`config.mk`:
```
export PLATFORM = sky130hd
export DESIGN_NAME = utxb_core
export DESIGN_NICKNAME = d
export VERILOG_FILES = /design/src/hdl/utxb_pkg.sv /design/src/hdl/utxb_core.sv
export SDC_FILE = /design/constraint.sdc
export NUM_CORES = 1
export LEC_CHECK = 0
export BUFFER_PORTS_ARGS = -buffer_cell sky130_fd_sc_hd__buf_2
export CAP_MARGIN = 30
export CORE_MARGIN = 2
export CORE_UTILIZATION = 60
export CTS_CLUSTER_DIAMETER = 60
export DETAILED_ROUTE_END_ITERATION = 10
export HOLD_SLACK_MARGIN = 0.02
export MAX_ROUTING_LAYER = met4
export PLACE_DENSITY = 0.84
export SLEW_MARGIN = 20
export SYNTH_ARGS = -nofsm -noshare
export SYNTH_HDL_FRONTEND = slang
export SYNTH_SLANG_ARGS = --single-unit
```
`constraint.sdc`:
```
create_clock -name ref_clk -period 2.58 [get_ports ref_clk]
set_clock_uncertainty 0.05 [all_clocks]
set_input_delay 0.129 -clock ref_clk [delete_from_list [all_inputs] [get_ports ref_clk]]
set_output_delay 0.129 -clock ref_clk [all_outputs]
set_load 0.02 [all_outputs]
```
`src/hdl/utxb_pkg.sv`:
```
// shared constants and types for the serial transmit/receive buffer block
package utxb_pkg;
    // register addresses (word index on the plain port)
    localparam logic [1:0] ADDR_DATA   = 2'h0;
    localparam logic [1:0] ADDR_STAT_A = 2'h1;
    localparam logic [1:0] ADDR_CTRL_B = 2'h2;
    localparam logic [1:0] ADDR_CTRL_C = 2'h3;
    // status_control_a bits
    localparam int BIT_RXC  = 7;
    localparam int BIT_TXC  = 6;
    localparam int BIT_UDRE = 5;
    localparam int BIT_FE   = 4;
    localparam int BIT_DOR  = 3;
    localparam int BIT_UPE  = 2;
    // control_b bits
    localparam int BIT_RXIE = 7;
    localparam int BIT_TXIE = 6;
    localparam int BIT_DEIE = 5;
    localparam int BIT_RXEN = 4;
    localparam int BIT_TX_ENABLE_BIT = 3;
    localparam int BIT_SZ2  = 2;
    localparam int BIT_RX8  = 1;
    localparam int BIT_TX8  = 0;
    // control_c bits
    localparam int BIT_PEN  = 5;
    localparam int BIT_PODD = 4;
    localparam int BIT_SBS  = 3;
    localparam int BIT_SZ1  = 2;
    localparam int BIT_SZ0  = 1;
    // reset values, nine-bit size code and receive depth
    localparam logic [7:0] RST_CTRL_B = 8'h00;
    localparam logic [7:0] RST_CTRL_C = 8'h06;
    localparam logic [2:0] SIZE_NINE  = 3'h7;
    localparam int         RX_DEPTH   = 2;

    // one receive buffer entry
    typedef struct packed {
        logic [8:0] data;
        logic       fe;
        logic       dor;
        logic       upe;
    } utxb_rx_entry_t;

    // interrupt request lines
    typedef struct packed {
        logic rx_done;
        logic tx_empty;
        logic tx_done;
    } utxb_irq_t;
endpackage

```
`src/hdl/utxb_core.sv`:
```
// serial port transmit and receive datapath with buffers, flags and requests
`timescale 1ns/1ps
`default_nettype none
module utxb_core
    import utxb_pkg::*;
#(
    parameter int DEPTH = utxb_pkg::RX_DEPTH
)(
    // clock and reset
    input  wire logic        ref_clk,
    input  wire logic        rst_b,
    // register port
    input  wire logic [1:0]  reg_addr,
    input  wire logic [7:0]  reg_wdata,
    input  wire logic        reg_wr,
    input  wire logic        reg_rd,
    output logic      [7:0]  reg_rdata,
    // bit timing
    input  wire logic        baud_tick,
    input  wire logic        sync_mode,
    input  wire logic        sync_clock_pin,
    // interrupt interface
    input  wire logic        global_irq_en,
    input  wire logic        tx_done_irq_ack,
    output utxb_pkg::utxb_irq_t irq_req,
    // serial pins
    input  wire logic        serial_in_pin,
    output logic             serial_out_pin,
    output logic             serial_out_oe,
    output logic             rx_pin_owned
);
    import utxb_pkg::*;

    typedef enum {TX_IDLE, TX_START, TX_DATA, TX_PAR, TX_STOP} utxb_tx_st_t;
    typedef enum {RX_IDLE, RX_DATA, RX_PAR, RX_STOP} utxb_rx_st_t;

    function automatic logic [3:0] utxb_bits(input logic [2:0] sz);
        utxb_bits = (sz == SIZE_NINE) ? 4'h9 : (sz[2] ? 4'h8 : 4'(5 + sz[1:0]));
    endfunction

    function automatic logic utxb_par(input logic [8:0] d, input logic [3:0] n,
                                      input logic odd);
        logic p;
        p = odd;
        for (int i = 0; i < 9; i++)
            if (4'(i) < n)
                p = p ^ d[i];
        utxb_par = p;
    endfunction

    // pin synchronisers
    logic [1:0] rxd_s_r;
    logic [1:0] sck_s_r;
    logic       sck_d_r;
    always_ff @(posedge ref_clk or negedge rst_b)
    begin
        if (!rst_b)
        begin
            rxd_s_r <= 2'h3;
            sck_s_r <= 2'h0;
            sck_d_r <= 1'b0;
        end
        else
        begin
            rxd_s_r <= {rxd_s_r[0], serial_in_pin};
            sck_s_r <= {sck_s_r[0], sync_clock_pin};
            sck_d_r <= sck_s_r[1];
        end
    end

    // tick: baud generator pulse or rising sync clock edge
    logic tick;
    assign tick = sync_mode ? (sck_s_r[1] & ~sck_d_r) : baud_tick;

    // control registers
    logic [7:0] ctrl_b_r;
    logic [7:0] ctrl_c_r;
    logic [2:0] char_size_field;
    logic [3:0] nbits;
    logic       parity_enable_bit;
    logic       parity_odd_select;
    logic       rx_enable_bit;
    logic       wr_data;
    logic       rd_data;
    assign char_size_field   = {ctrl_b_r[BIT_SZ2], ctrl_c_r[BIT_SZ1], ctrl_c_r[BIT_SZ0]};
    assign nbits             = utxb_bits(char_size_field);
    assign parity_enable_bit = ctrl_c_r[BIT_PEN];
    assign parity_odd_select = ctrl_c_r[BIT_PODD];
    assign rx_enable_bit     = ctrl_b_r[BIT_RXEN];
    assign wr_data           = reg_wr && reg_addr == ADDR_DATA;
    assign rd_data           = reg_rd && reg_addr == ADDR_DATA;

    always_ff @(posedge ref_clk or negedge rst_b)
    begin
        if (!rst_b)
        begin
            ctrl_b_r <= RST_CTRL_B;
            ctrl_c_r <= RST_CTRL_C;
        end
        else if (reg_wr && reg_addr == ADDR_CTRL_B)
            ctrl_b_r <= reg_wdata;
        else if (reg_wr && reg_addr == ADDR_CTRL_C)
            ctrl_c_r <= reg_wdata;
    end

    // transmit buffer
    logic       txbuf_full_r;
    logic [8:0] txbuf_r;
    logic       tx_load;
    always_ff @(posedge ref_clk or negedge rst_b)
    begin
        if (!rst_b)
        begin
            txbuf_full_r <= 1'b0;
            txbuf_r      <= 9'h000;
        end
        else if (wr_data)
        begin
            txbuf_full_r <= 1'b1;
            txbuf_r      <= {ctrl_b_r[BIT_TX8], reg_wdata};
        end
        else if (tx_load)
            txbuf_full_r <= 1'b0;
    end

    // transmit shifter
    utxb_tx_st_t tx_st_r;
    logic [8:0]  tx_sh_r;
    logic [3:0]  tx_cnt_r;
    logic        tx_par_r;
    logic        tx_line_r;
    logic        tx_busy;
    logic        tx_active_r;
    logic        tx_end;
    logic        tx_tail_r;
    assign tx_busy = tx_st_r != TX_IDLE;
    assign tx_end  = tx_st_r == TX_STOP && tick
                     && (tx_cnt_r == 4'h0 || !ctrl_c_r[BIT_SBS]);
    assign tx_load = txbuf_full_r && tx_active_r && (!tx_busy || tx_end);

    always_ff @(posedge ref_clk or negedge rst_b)
    begin
        if (!rst_b)
        begin
            tx_st_r   <= TX_IDLE;
            tx_sh_r   <= 9'h000;
            tx_cnt_r  <= 4'h0;
            tx_par_r  <= 1'b0;
            tx_line_r <= 1'b1;
        end
        else if (tx_load)
        begin
            tx_st_r  <= TX_START;
            tx_sh_r  <= txbuf_r;
            tx_par_r <= utxb_par(txbuf_r, nbits, parity_odd_select);
            tx_cnt_r <= 4'h0;
            // a load on the last stop tick must still put that stop bit on the line
            if (tick)
                tx_line_r <= 1'b1;
        end
        else if (tick)
        begin
            case (tx_st_r)
                TX_IDLE:
                    tx_line_r <= 1'b1;
                TX_START:
                begin
                    tx_line_r <= 1'b0;
                    tx_st_r   <= TX_DATA;
                end
                TX_DATA:
                begin
                    tx_line_r <= tx_sh_r[0];
                    tx_sh_r   <= {1'b0, tx_sh_r[8:1]};
                    tx_cnt_r  <= tx_cnt_r + 4'h1;
                    if (tx_cnt_r == nbits - 4'h1)
                        tx_st_r <= parity_enable_bit ? TX_PAR : TX_STOP;
                end
                TX_PAR:
                begin
                    tx_line_r <= tx_par_r;
                    tx_st_r   <= TX_STOP;
                    tx_cnt_r  <= 4'h1;
                end
                TX_STOP:
                begin
                    tx_line_r <= 1'b1;
                    if (tx_cnt_r == 4'h0 || !ctrl_c_r[BIT_SBS])
                        tx_st_r <= TX_IDLE;
                    tx_cnt_r  <= 4'h0;
                end
                default:
                    tx_st_r <= TX_IDLE;
            endcase
        end
    end

    // the last stop bit stays on the line until the next tick; done and release wait for it
    always_ff @(posedge ref_clk or negedge rst_b)
    begin
        if (!rst_b)
            tx_tail_r <= 1'b0;
        else if (tx_end)
            tx_tail_r <= 1'b1;
        else if (tick)
            tx_tail_r <= 1'b0;
    end

    // deferred transmitter disable and pin ownership
    always_ff @(posedge ref_clk or negedge rst_b)
    begin
        if (!rst_b)
            tx_active_r <= 1'b0;
        else if (ctrl_b_r[BIT_TX_ENABLE_BIT])
            tx_active_r <= 1'b1;
        else if (!tx_busy && !txbuf_full_r && !tx_tail_r)
            tx_active_r <= 1'b0;
    end

    always_ff @(posedge ref_clk or negedge rst_b)
    begin
        if (!rst_b)
        begin
            serial_out_pin <= 1'b1;
            serial_out_oe  <= 1'b0;
            rx_pin_owned   <= 1'b0;
        end
        else
        begin
            serial_out_pin <= tx_line_r;
            serial_out_oe  <= tx_active_r;
            rx_pin_owned   <= rx_enable_bit;
        end
    end

    // transmit done flag: set wins over clear
    logic tx_done_flag;
    logic tx_done_set;
    assign tx_done_set = tx_tail_r && tick && !tx_busy && !txbuf_full_r;
    always_ff @(posedge ref_clk or negedge rst_b)
    begin
        if (!rst_b)
            tx_done_flag <= 1'b0;
        else if (tx_done_set)
            tx_done_flag <= 1'b1;
        else if (tx_done_irq_ack
                 || (reg_wr && reg_addr == ADDR_STAT_A && reg_wdata[BIT_TXC]))
            tx_done_flag <= 1'b0;
    end

    // receiver
    utxb_rx_st_t rx_st_r;
    logic [8:0]  rx_sh_r;
    logic [3:0]  rx_cnt_r;
    logic        rx_perr_r;
    logic        rx_frame_done;
    logic        rx_stop_bit;
    assign rx_frame_done = rx_st_r == RX_STOP && tick;
    assign rx_stop_bit   = rxd_s_r[1];

    always_ff @(posedge ref_clk or negedge rst_b)
    begin
        if (!rst_b)
        begin
            rx_st_r   <= RX_IDLE;
            rx_sh_r   <= 9'h000;
            rx_cnt_r  <= 4'h0;
            rx_perr_r <= 1'b0;
        end
        else if (!rx_enable_bit)
            rx_st_r <= RX_IDLE;
        else if (tick)
        begin
            case (rx_st_r)
                RX_IDLE:
                    if (!rxd_s_r[1])
                    begin
                        rx_st_r  <= RX_DATA;
                        rx_cnt_r <= 4'h0;
                        rx_sh_r  <= 9'h000;
                    end
                RX_DATA:
                begin
                    rx_sh_r[rx_cnt_r] <= rxd_s_r[1];
                    rx_cnt_r          <= rx_cnt_r + 4'h1;
                    if (rx_cnt_r == nbits - 4'h1)
                        rx_st_r <= parity_enable_bit ? RX_PAR : RX_STOP;
                end
                RX_PAR:
                begin
                    rx_perr_r <= utxb_par(rx_sh_r, nbits, parity_odd_select) != rxd_s_r[1];
                    rx_st_r   <= RX_STOP;
                end
                RX_STOP:
                    rx_st_r <= RX_IDLE;
                default:
                    rx_st_r <= RX_IDLE;
            endcase
        end
    end

    // receive buffer fifo with per-entry status
    utxb_rx_entry_t   rx_mem [DEPTH];
    logic [$clog2(DEPTH):0] rx_cnt_q_r;
    logic [$clog2(DEPTH)-1:0] rx_wp_r;
    logic [$clog2(DEPTH)-1:0] rx_rp_r;
    logic             rx_dor_r;
    logic             rx_push;
    logic             rx_pop;
    logic             rx_ready_flag;
    utxb_rx_entry_t   rx_head;
    assign rx_ready_flag = rx_cnt_q_r != '0;
    assign rx_pop        = rd_data && rx_ready_flag;
    assign rx_push       = rx_frame_done && (rx_cnt_q_r != ($clog2(DEPTH)+1)'(DEPTH) || rx_pop);
    assign rx_head       = rx_mem[rx_rp_r];

    always_ff @(posedge ref_clk or negedge rst_b)
    begin
        if (!rst_b)
            rx_dor_r <= 1'b0;
        else if (rx_push)
            rx_dor_r <= 1'b0;
        else if (rx_frame_done)
            rx_dor_r <= 1'b1;
    end

    always_ff @(posedge ref_clk)
    begin
        if (rx_push)
            rx_mem[rx_wp_r] <= '{data: rx_sh_r, fe: !rx_stop_bit, dor: rx_dor_r,
                                  upe: parity_enable_bit & rx_perr_r};
    end

    always_ff @(posedge ref_clk or negedge rst_b)
    begin
        if (!rst_b)
        begin
            rx_cnt_q_r <= '0;
            rx_wp_r    <= '0;
            rx_rp_r    <= '0;
        end
        else if (!rx_enable_bit)
        begin
            rx_cnt_q_r <= '0;
            rx_wp_r    <= '0;
            rx_rp_r    <= '0;
        end
        else
        begin
            if (rx_push)
                rx_wp_r <= (rx_wp_r == ($clog2(DEPTH))'(DEPTH - 1)) ? '0 : rx_wp_r + 1'b1;
            if (rx_pop)
                rx_rp_r <= (rx_rp_r == ($clog2(DEPTH))'(DEPTH - 1)) ? '0 : rx_rp_r + 1'b1;
            rx_cnt_q_r <= rx_cnt_q_r + (rx_push ? 1'b1 : 1'b0) - (rx_pop ? 1'b1 : 1'b0);
        end
    end

    // read data, one cycle after the strobe
    logic [7:0] rd_mask;
    assign rd_mask = 8'hFF >> (4'h8 - (nbits > 4'h8 ? 4'h8 : nbits));
    always_ff @(posedge ref_clk or negedge rst_b)
    begin
        if (!rst_b)
            reg_rdata <= 8'h00;
        else if (reg_rd)
        begin
            case (reg_addr)
                ADDR_DATA:
                    reg_rdata <= rx_ready_flag ? (rx_head.data[7:0] & rd_mask) : 8'h00;
                ADDR_STAT_A:
                    reg_rdata <= {rx_ready_flag, tx_done_flag, !txbuf_full_r,
                                  rx_ready_flag & rx_head.fe, rx_ready_flag & rx_head.dor,
                                  rx_ready_flag & rx_head.upe, 2'h0};
                ADDR_CTRL_B:
                    reg_rdata <= {ctrl_b_r[7:2],
                                  rx_ready_flag & rx_head.data[8] & (char_size_field == SIZE_NINE),
                                  ctrl_b_r[BIT_TX8]};
                ADDR_CTRL_C:
                    reg_rdata <= ctrl_c_r;
                default:
                    reg_rdata <= 8'h00;
            endcase
        end
        else
            reg_rdata <= 8'h00;
    end

    // interrupt requests
    always_ff @(posedge ref_clk or negedge rst_b)
    begin
        if (!rst_b)
            irq_req <= '0;
        else
        begin
            irq_req.tx_empty <= global_irq_en & ctrl_b_r[BIT_DEIE] & !txbuf_full_r;
            irq_req.tx_done  <= global_irq_en & ctrl_b_r[BIT_TXIE] & tx_done_flag;
            irq_req.rx_done  <= global_irq_en & ctrl_b_r[BIT_RXIE] & rx_ready_flag;
        end
    end
endmodule
`default_nettype wire

```
==> results of run 1 <==
## state kept, by name, indices dropped and copies added, names as in the netlist, 2 cells and up
register / cells
ctrl_b_r: 7
ctrl_c_r: 8
irq_req: 3
reg_rdata: 8
rx_cnt_q_r: 2
rx_cnt_r: 4
rx_mem: 24
rx_sh_r: 9
rx_st_r: 2
rxd_s_r: 2
sck_s_r: 2
tx_cnt_r: 4
tx_sh_r: 9
tx_st_r: 3
txbuf_r: 9
## routing by layer
layer / vias to the layer above / track usage
li1: 1820 / -
met2: 140 / 0.4267
met3: 28 / 0.04989
met5: - / -
met1: 1926 / 0.3327
met4: 0 / 0.08430
## logic make-up (layout without fill, tap and decap cells)
group | count (synthesis) | in the layout | share of synthesized area
buffers and inverters | 39 | 94 | 0.02943
XOR/XNOR | 34 | 34 | 0.05567
AO/OA/AOI/OAI | 86 | 86 | 0.09765
AND/OR/NAND/NOR | 145 | 145 | 0.1316
adder cells (fa/ha/maj) | 21 | 21 | 0.04791
flip-flops | 110 | 110 | 0.5252
multiplexers | 55 | 55 | 0.1125
## final timing paths
check                           startpoint      endpoint  slack, ns  cells past startpoint
max                            ctrl_c_r[1]    tx_st_r[2]       0.10                     10
min                        tx_done_irq_ack  tx_done_flag       0.08                      3
max reg2reg                    ctrl_c_r[1]    tx_st_r[2]       0.10                     10
min reg2reg                     rxd_s_r[0]    rxd_s_r[1]       0.31                      0
max in group asynchronous            rst_b     tx_line_r       1.62                      3
min in group asynchronous            rst_b  reg_rdata[4]       0.18                      2
## synth_stat cells, types with 5 or more instances
| cell type | n |
|---|---|
| edfxtp_1 | 24 |
| o22ai_1 | 5 |
| mux2_2 | 31 |
| a21oi_1 | 15 |
| o21ai_0 | 26 |
| xor2_1 | 6 |
| nand2_1 | 48 |
| buf_2 | 5 |
| nor3_1 | 7 |
| xnor2_1 | 27 |
| dfstp_2 | 6 |
| nor2_1 | 26 |
| a21boi_0 | 7 |
| ha_1 | 21 |
| dfrtp_1 | 80 |
| and2_1 | 5 |
| nand3_1 | 14 |
| o21ai_1 | 8 |
| nand2b_1 | 10 |
| or3_1 | 5 |
| clkbuf_1 | 13 |
| inv_1 | 18 |
| nor2b_1 | 7 |
| mux2i_1 | 20 |
## power breakdown
| group | total, mW | internal [mW] | switching [mW] |
|---|---|---|---|
| sequential | 2.38 | 2.07 | 0.311 |
| clock | 1.03 | 0.385 | 0.646 |
| combinational | 1.54 | 0.692 | 0.847 |
## through the flow
| step | util | instances | total power [mW] | TNS [ns] | hold WS [ns] |
|---|---|---|---|---|---|
| floorplan | - | 490 | 3.436 | 0 | -0.2166 |
| CTS | 0.6928 | 648 | 4.901 | 0 | 0.06811 |
| detailed placement | 0.6556 | 619 | 3.839 | 0 | 0.07732 |
| global placement | 0.6556 | 619 | 3.758 | 0 | 0.06542 |
| finish | 0.6988 | 653 | 4.947 | 0 | 0.07921 |
| global route | 0.6988 | 653 | 5.222 | -0.01199 | 0.06207 |
## tightest hold or removal path: cells and delay by family
| kind | cells | cell delay (ns) |
|---|---|---|
| buffers and inverters | 1 | 0.08 |
| AOI/OAI and AO/OA | 1 | 0.11 |
| and+or+nand+nor | 1 | 0.15 |
## final cells by class
| cell class | count | area share |
|---|---|---|
| Timing Repair Buffer | 60 | 0.06751 |
| Multi-Input combinational cell | 341 | 0.3993 |
| Clock inverter | 7 | 0.01200 |
| Sequential cell | 110 | 0.4681 |
| Tap cell | 108 | 0.02196 |
| Inverter | 18 | 0.01098 |
| Clock buffer | 9 | 0.02013 |
## timing repair
action                                 in CTS  in global routing
gates resized for setup                     0                  2
hold buffers                               13                  0
endpoints found under the hold margin      69                  0
setup endpoints to repair                   0                  8
buffers inserted                            0                  5
==> results.cfg, run 1 <==
[outcome]
outcome = finished clean

[synthesis]
synthArstFlopShare = 0.7818
synth-main-ff-cell = dfrtp_1
avgSynthCellArea_sq_um = 11.19
yosys_warnings = 0
synthCells = 490
synth_top_area_frac = 0.3650
synth_largest_area_cell = dfrtp_1
synth.area.top_cells = dfrtp_1 (37%), edfxtp_1 (13%), mux2_2 (6.4%)
syn-num-nets = 531
syn_area_sq_um = 5484
ys_types = 56
synth-edff-count = 24
yosysSeqAreaShare = 0.5252
ys_ff_latch = 110

[drt]
vias_per_cell = 5.994
finalWirelength_mm = 12.05
wl_met1_mm = 5.234
drt-wirelength-per-cell_um = 18.45
wl_met2_mm = 5.877
wl_met3_um = 679
drc = 0
vias = 3914
ant_nets = 0
detailedRoute.firstPassIterationCount = 4
top_layer_used = met4
drt_iter0_drc = 225

[die]
die_area_sq_um = 9921
io_pins = 34
num_rows = 34
core_region_area_sq_um = 8806
die_h_um = 99.61
start_util = 0.6228
dieWidth_um = 99.61

[setup_path]
start_kind = flop
crit_required_ns = 2.80
critPathArrivalTime_ns = 2.70
critPathMaxStageDelay_ns = 0.62
critical-path-top-delay-family = flip-flops
crit_path_end_kind = flop
path_cells = ha_4 > nand2_1 > o21ai_2 > inv_1 > ha_1 > xnor2_2 > xor2_1 > nand4_1 > a2bb2oi_2 > mux2_1
crit_type = reg2reg
slowest_stage = dfstp_2
worst-path-buf-inv = 1
cp_max_fo = 6

[cts]
ctsHtreeMaxLevel = 3
cts_root_buffer = clkbuf_8
tritoncts = built
numClockSinks = 110
clkLatencyLatePin_ns = 0.38
clk_path_buf_depth = 2
cts_buffers = 9
clk_pin_slew_worst_paths_ns = 0.12

[timing]
worst_slew_pin_slew_ns = 0.8217
slew_violations = 0
setup_viol = 0
hold_viol_final = 0
worst_slack_ns = 0.1005
final.period_utilization = 0.9611
slew_headroom = 0.4502
max_freq_ghz = 0.4033
min_period_ns = 2.480

[power]
cellPowerDensity_nw_per_um2 = 804.0
ir_drop_uv = 534.7
leakagePower_nw = 2.638

[place]
placed_area_sq_um = 5773
place_hpwl_mm = 8.248
place.gp.congestion = 0.8909
pre_cts_ws_ns = 0.08848
portBuffers = 33

[cells_and_area]
diodes = 0
multi_input_area_sq_um = 2457
final_nets = 581
area_growth_pct = 12.21
drive_gt1_frac = 0.2037
seq_area_sq_um = 2880
final_common_cell = dfrtp_1
nFillCells = 645
final_cell_mix = dfrtp_1 (80), nand2_1 (48), buf_2 (32)
stdcell_area_sq_um = 6153

[global_routing]
grt_pass1_vias = 3914
grt_overflow = 0
grt_max_degree = 53
grt.total_usage = 0.2614
grt_pass1_wl_mm = 19.53
antenna_found_initial = 0

[run]
drv_cap = 0

[worst_hold_path]
hp-class = in2reg
Note: power is estimated with default switching activity, not from simulation.
==> inputs of run 2 (changes only) <==
--- a/config.mk
+++ b/config.mk
@@ -14,6 +14,7 @@
 export HOLD_SLACK_MARGIN = 0.02
 export MAX_ROUTING_LAYER = met4
 export PLACE_DENSITY = 0.84
+export RECOVER_POWER = 100
 export SLEW_MARGIN = 20
 export SYNTH_ARGS = -nofsm -noshare
 export SYNTH_HDL_FRONTEND = slang
==> results.cfg, run 2 (synthesized netlist as in run 1, its figures left out) <==
[drt]
finalWirelength_mm = 11.98
detailedRoute.firstPassIterationCount = 5
drt-wirelength-per-cell_um = 18.34
drc = 0
vias = 3910
ant_nets = 0
vias_per_cell = 5.988
drt_iter0_drc = 226

[setup_path]
rrSetupSlack_ns = 0.11
cp_max_fo = 6
crit_path_end_kind = flop
r2r_cells = 10
crit_type = reg2reg
rr_endpoint = tx_st_r[2]
start_kind = flop
rr_startpoint = ctrl_c_r[1]
critPathArrivalTime_ns = 2.70
crit_required_ns = 2.80

[power]
leakagePower_nw = 2.557
ir_drop_uv = 528.7
cellPowerDensity_nw_per_um2 = 804.6

[timing]
max_freq_ghz = 0.4045
worst_slew_pin_slew_ns = 1.982
holdWs_ns = 0.07792
final.period_utilization = 0.9581
slew_headroom = -0.3216
setup_viol = 0
slew_violations = 35
hold_viol_final = 0
min_period_ns = 2.472

[worst_hold_path]
min_to = tx_done_flag
hp-class = in2reg
min_delay_path_depth = 3
min_from = tx_done_irq_ack

[place]
placed_cells = 619
place.gp.congestion = 0.8909
place_hpwl_mm = 8.248
portBuffers = 33

[outcome]
outcome = finished, violations left
violations = max-capacitance violations, max-slew violations

[die]
num_rows = 34
start_util = 0.6228
die_area_sq_um = 9921
core_region_area_sq_um = 8806
io_pins = 34
die_h_um = 99.61
dieWidth_um = 99.61

[cells_and_area]
final_common_cell = dfrtp_1
nFillCells = 661
largest_register_ffs = 24
area_growth_pct = 11.48
fin_cells = 653
diodes = 0
final_nets = 581
drive_gt1_frac = 0.1596
largest_register = rx_mem
final_cell_mix = dfrtp_1 (80), nand2_1 (48), o21ai_0 (31)

[cts]
cts_buffers = 9
clkLatencyLatePin_ns = 0.38
cts_root_buffer = clkbuf_8
numClockSinks = 110
clk_path_buf_depth = 2
tritoncts = built
clk_pin_slew_worst_paths_ns = 0.12
ctsHtreeMaxLevel = 3

[global_routing]
grt_pass1_vias = 3914
antenna_found_initial = 0
grt.total_usage = 0.2614
grt_max_degree = 53
grt_pass1_wl_mm = 19.53
grt_overflow = 0

[run]
drv_cap = 1
==> run 2: metrics by stage <==
stage	instance area [sq um]	worst slack, ns	utilization	TNS [ns]	total power, mW
after global placement	5773	0.1881	0.6556	0	3.758
final	6113	0.1081	0.6942	0	4.919
after floorplan	5484	0.2545	-	0	3.436
after detailed placement	5773	0.08848	0.6556	0	3.839
after CTS	6101	0.06490	0.6928	0	4.901
after global routing	6113	-0.01670	0.6942	-0.01670	5.200
==> run 2: worst max-delay path, cell delays in order, from the launching register on <==
cell and delay [ns]:
dfstp_2 0.62, ha_4 0.15, nand2_1 0.08, o21ai_2 0.10, inv_1 0.08, ha_1 0.21, xnor2_2 0.22, xor2_1 0.19
nand4_1 0.12, a2bb2oi_2 0.21, mux2_1 0.34
==> run 2: worst max-delay path by stage <==
stage	from	cells past startpoint	to	slack (ns)
finish	ctrl_c_r[1]	10	tx_st_r[2]	0.11
detailed placement	ctrl_c_r[1]	10	rx_perr_r	0.09
global route	ctrl_c_r[1]	9	reg_rdata[6]	-0.02
CTS	ctrl_c_r[1]	10	rx_perr_r	0.06
global placement	ctrl_c_r[1]	10	tx_par_r	0.19
floorplan	ctrl_c_r[1]	10	tx_st_r[0]	0.25
==> run 2: report_power, final <==
| part | switching (mW) | total, mW | internal, mW | leakage (nW) |
|---|---|---|---|---|
| clock | 0.644 | 1.03 | 0.385 | 0.101 |
| sequential | 0.311 | 2.38 | 2.07 | 1.34 |
| combinational | 0.841 | 1.51 | 0.672 | 1.12 |
==> run 2: area by class of cell <==
type	instances	area, sq um	share of cell area
clock buffers	9	123.9	0.02026
repair buffers	60	375.4	0.06140
inverters	18	67.56	0.01105
clock inverters	7	73.82	0.01208
flip-flops and latches	110	2880	0.4711
multi-input cells	341	2457	0.4020
well taps	108	135.1	0.02210
==> run 2: per-layer routing <==
layer,vias up,global-route usage,share of wire
li1,1818,-,-
met1,1924,0.3327,0.43
met2,145,0.4267,0.49
met3,23,0.04989,0.056
met4,0,0.08430,0.019
met5,-,-,0
==> run 2: repair_timing <==
item | in CTS | in global routing
endpoints found under the hold margin | 69 | 0
setup buffers | 0 | 5
gates resized for setup | 0 | 2
hold buffers | 13 | 0
setup endpoints to repair | 0 | 8
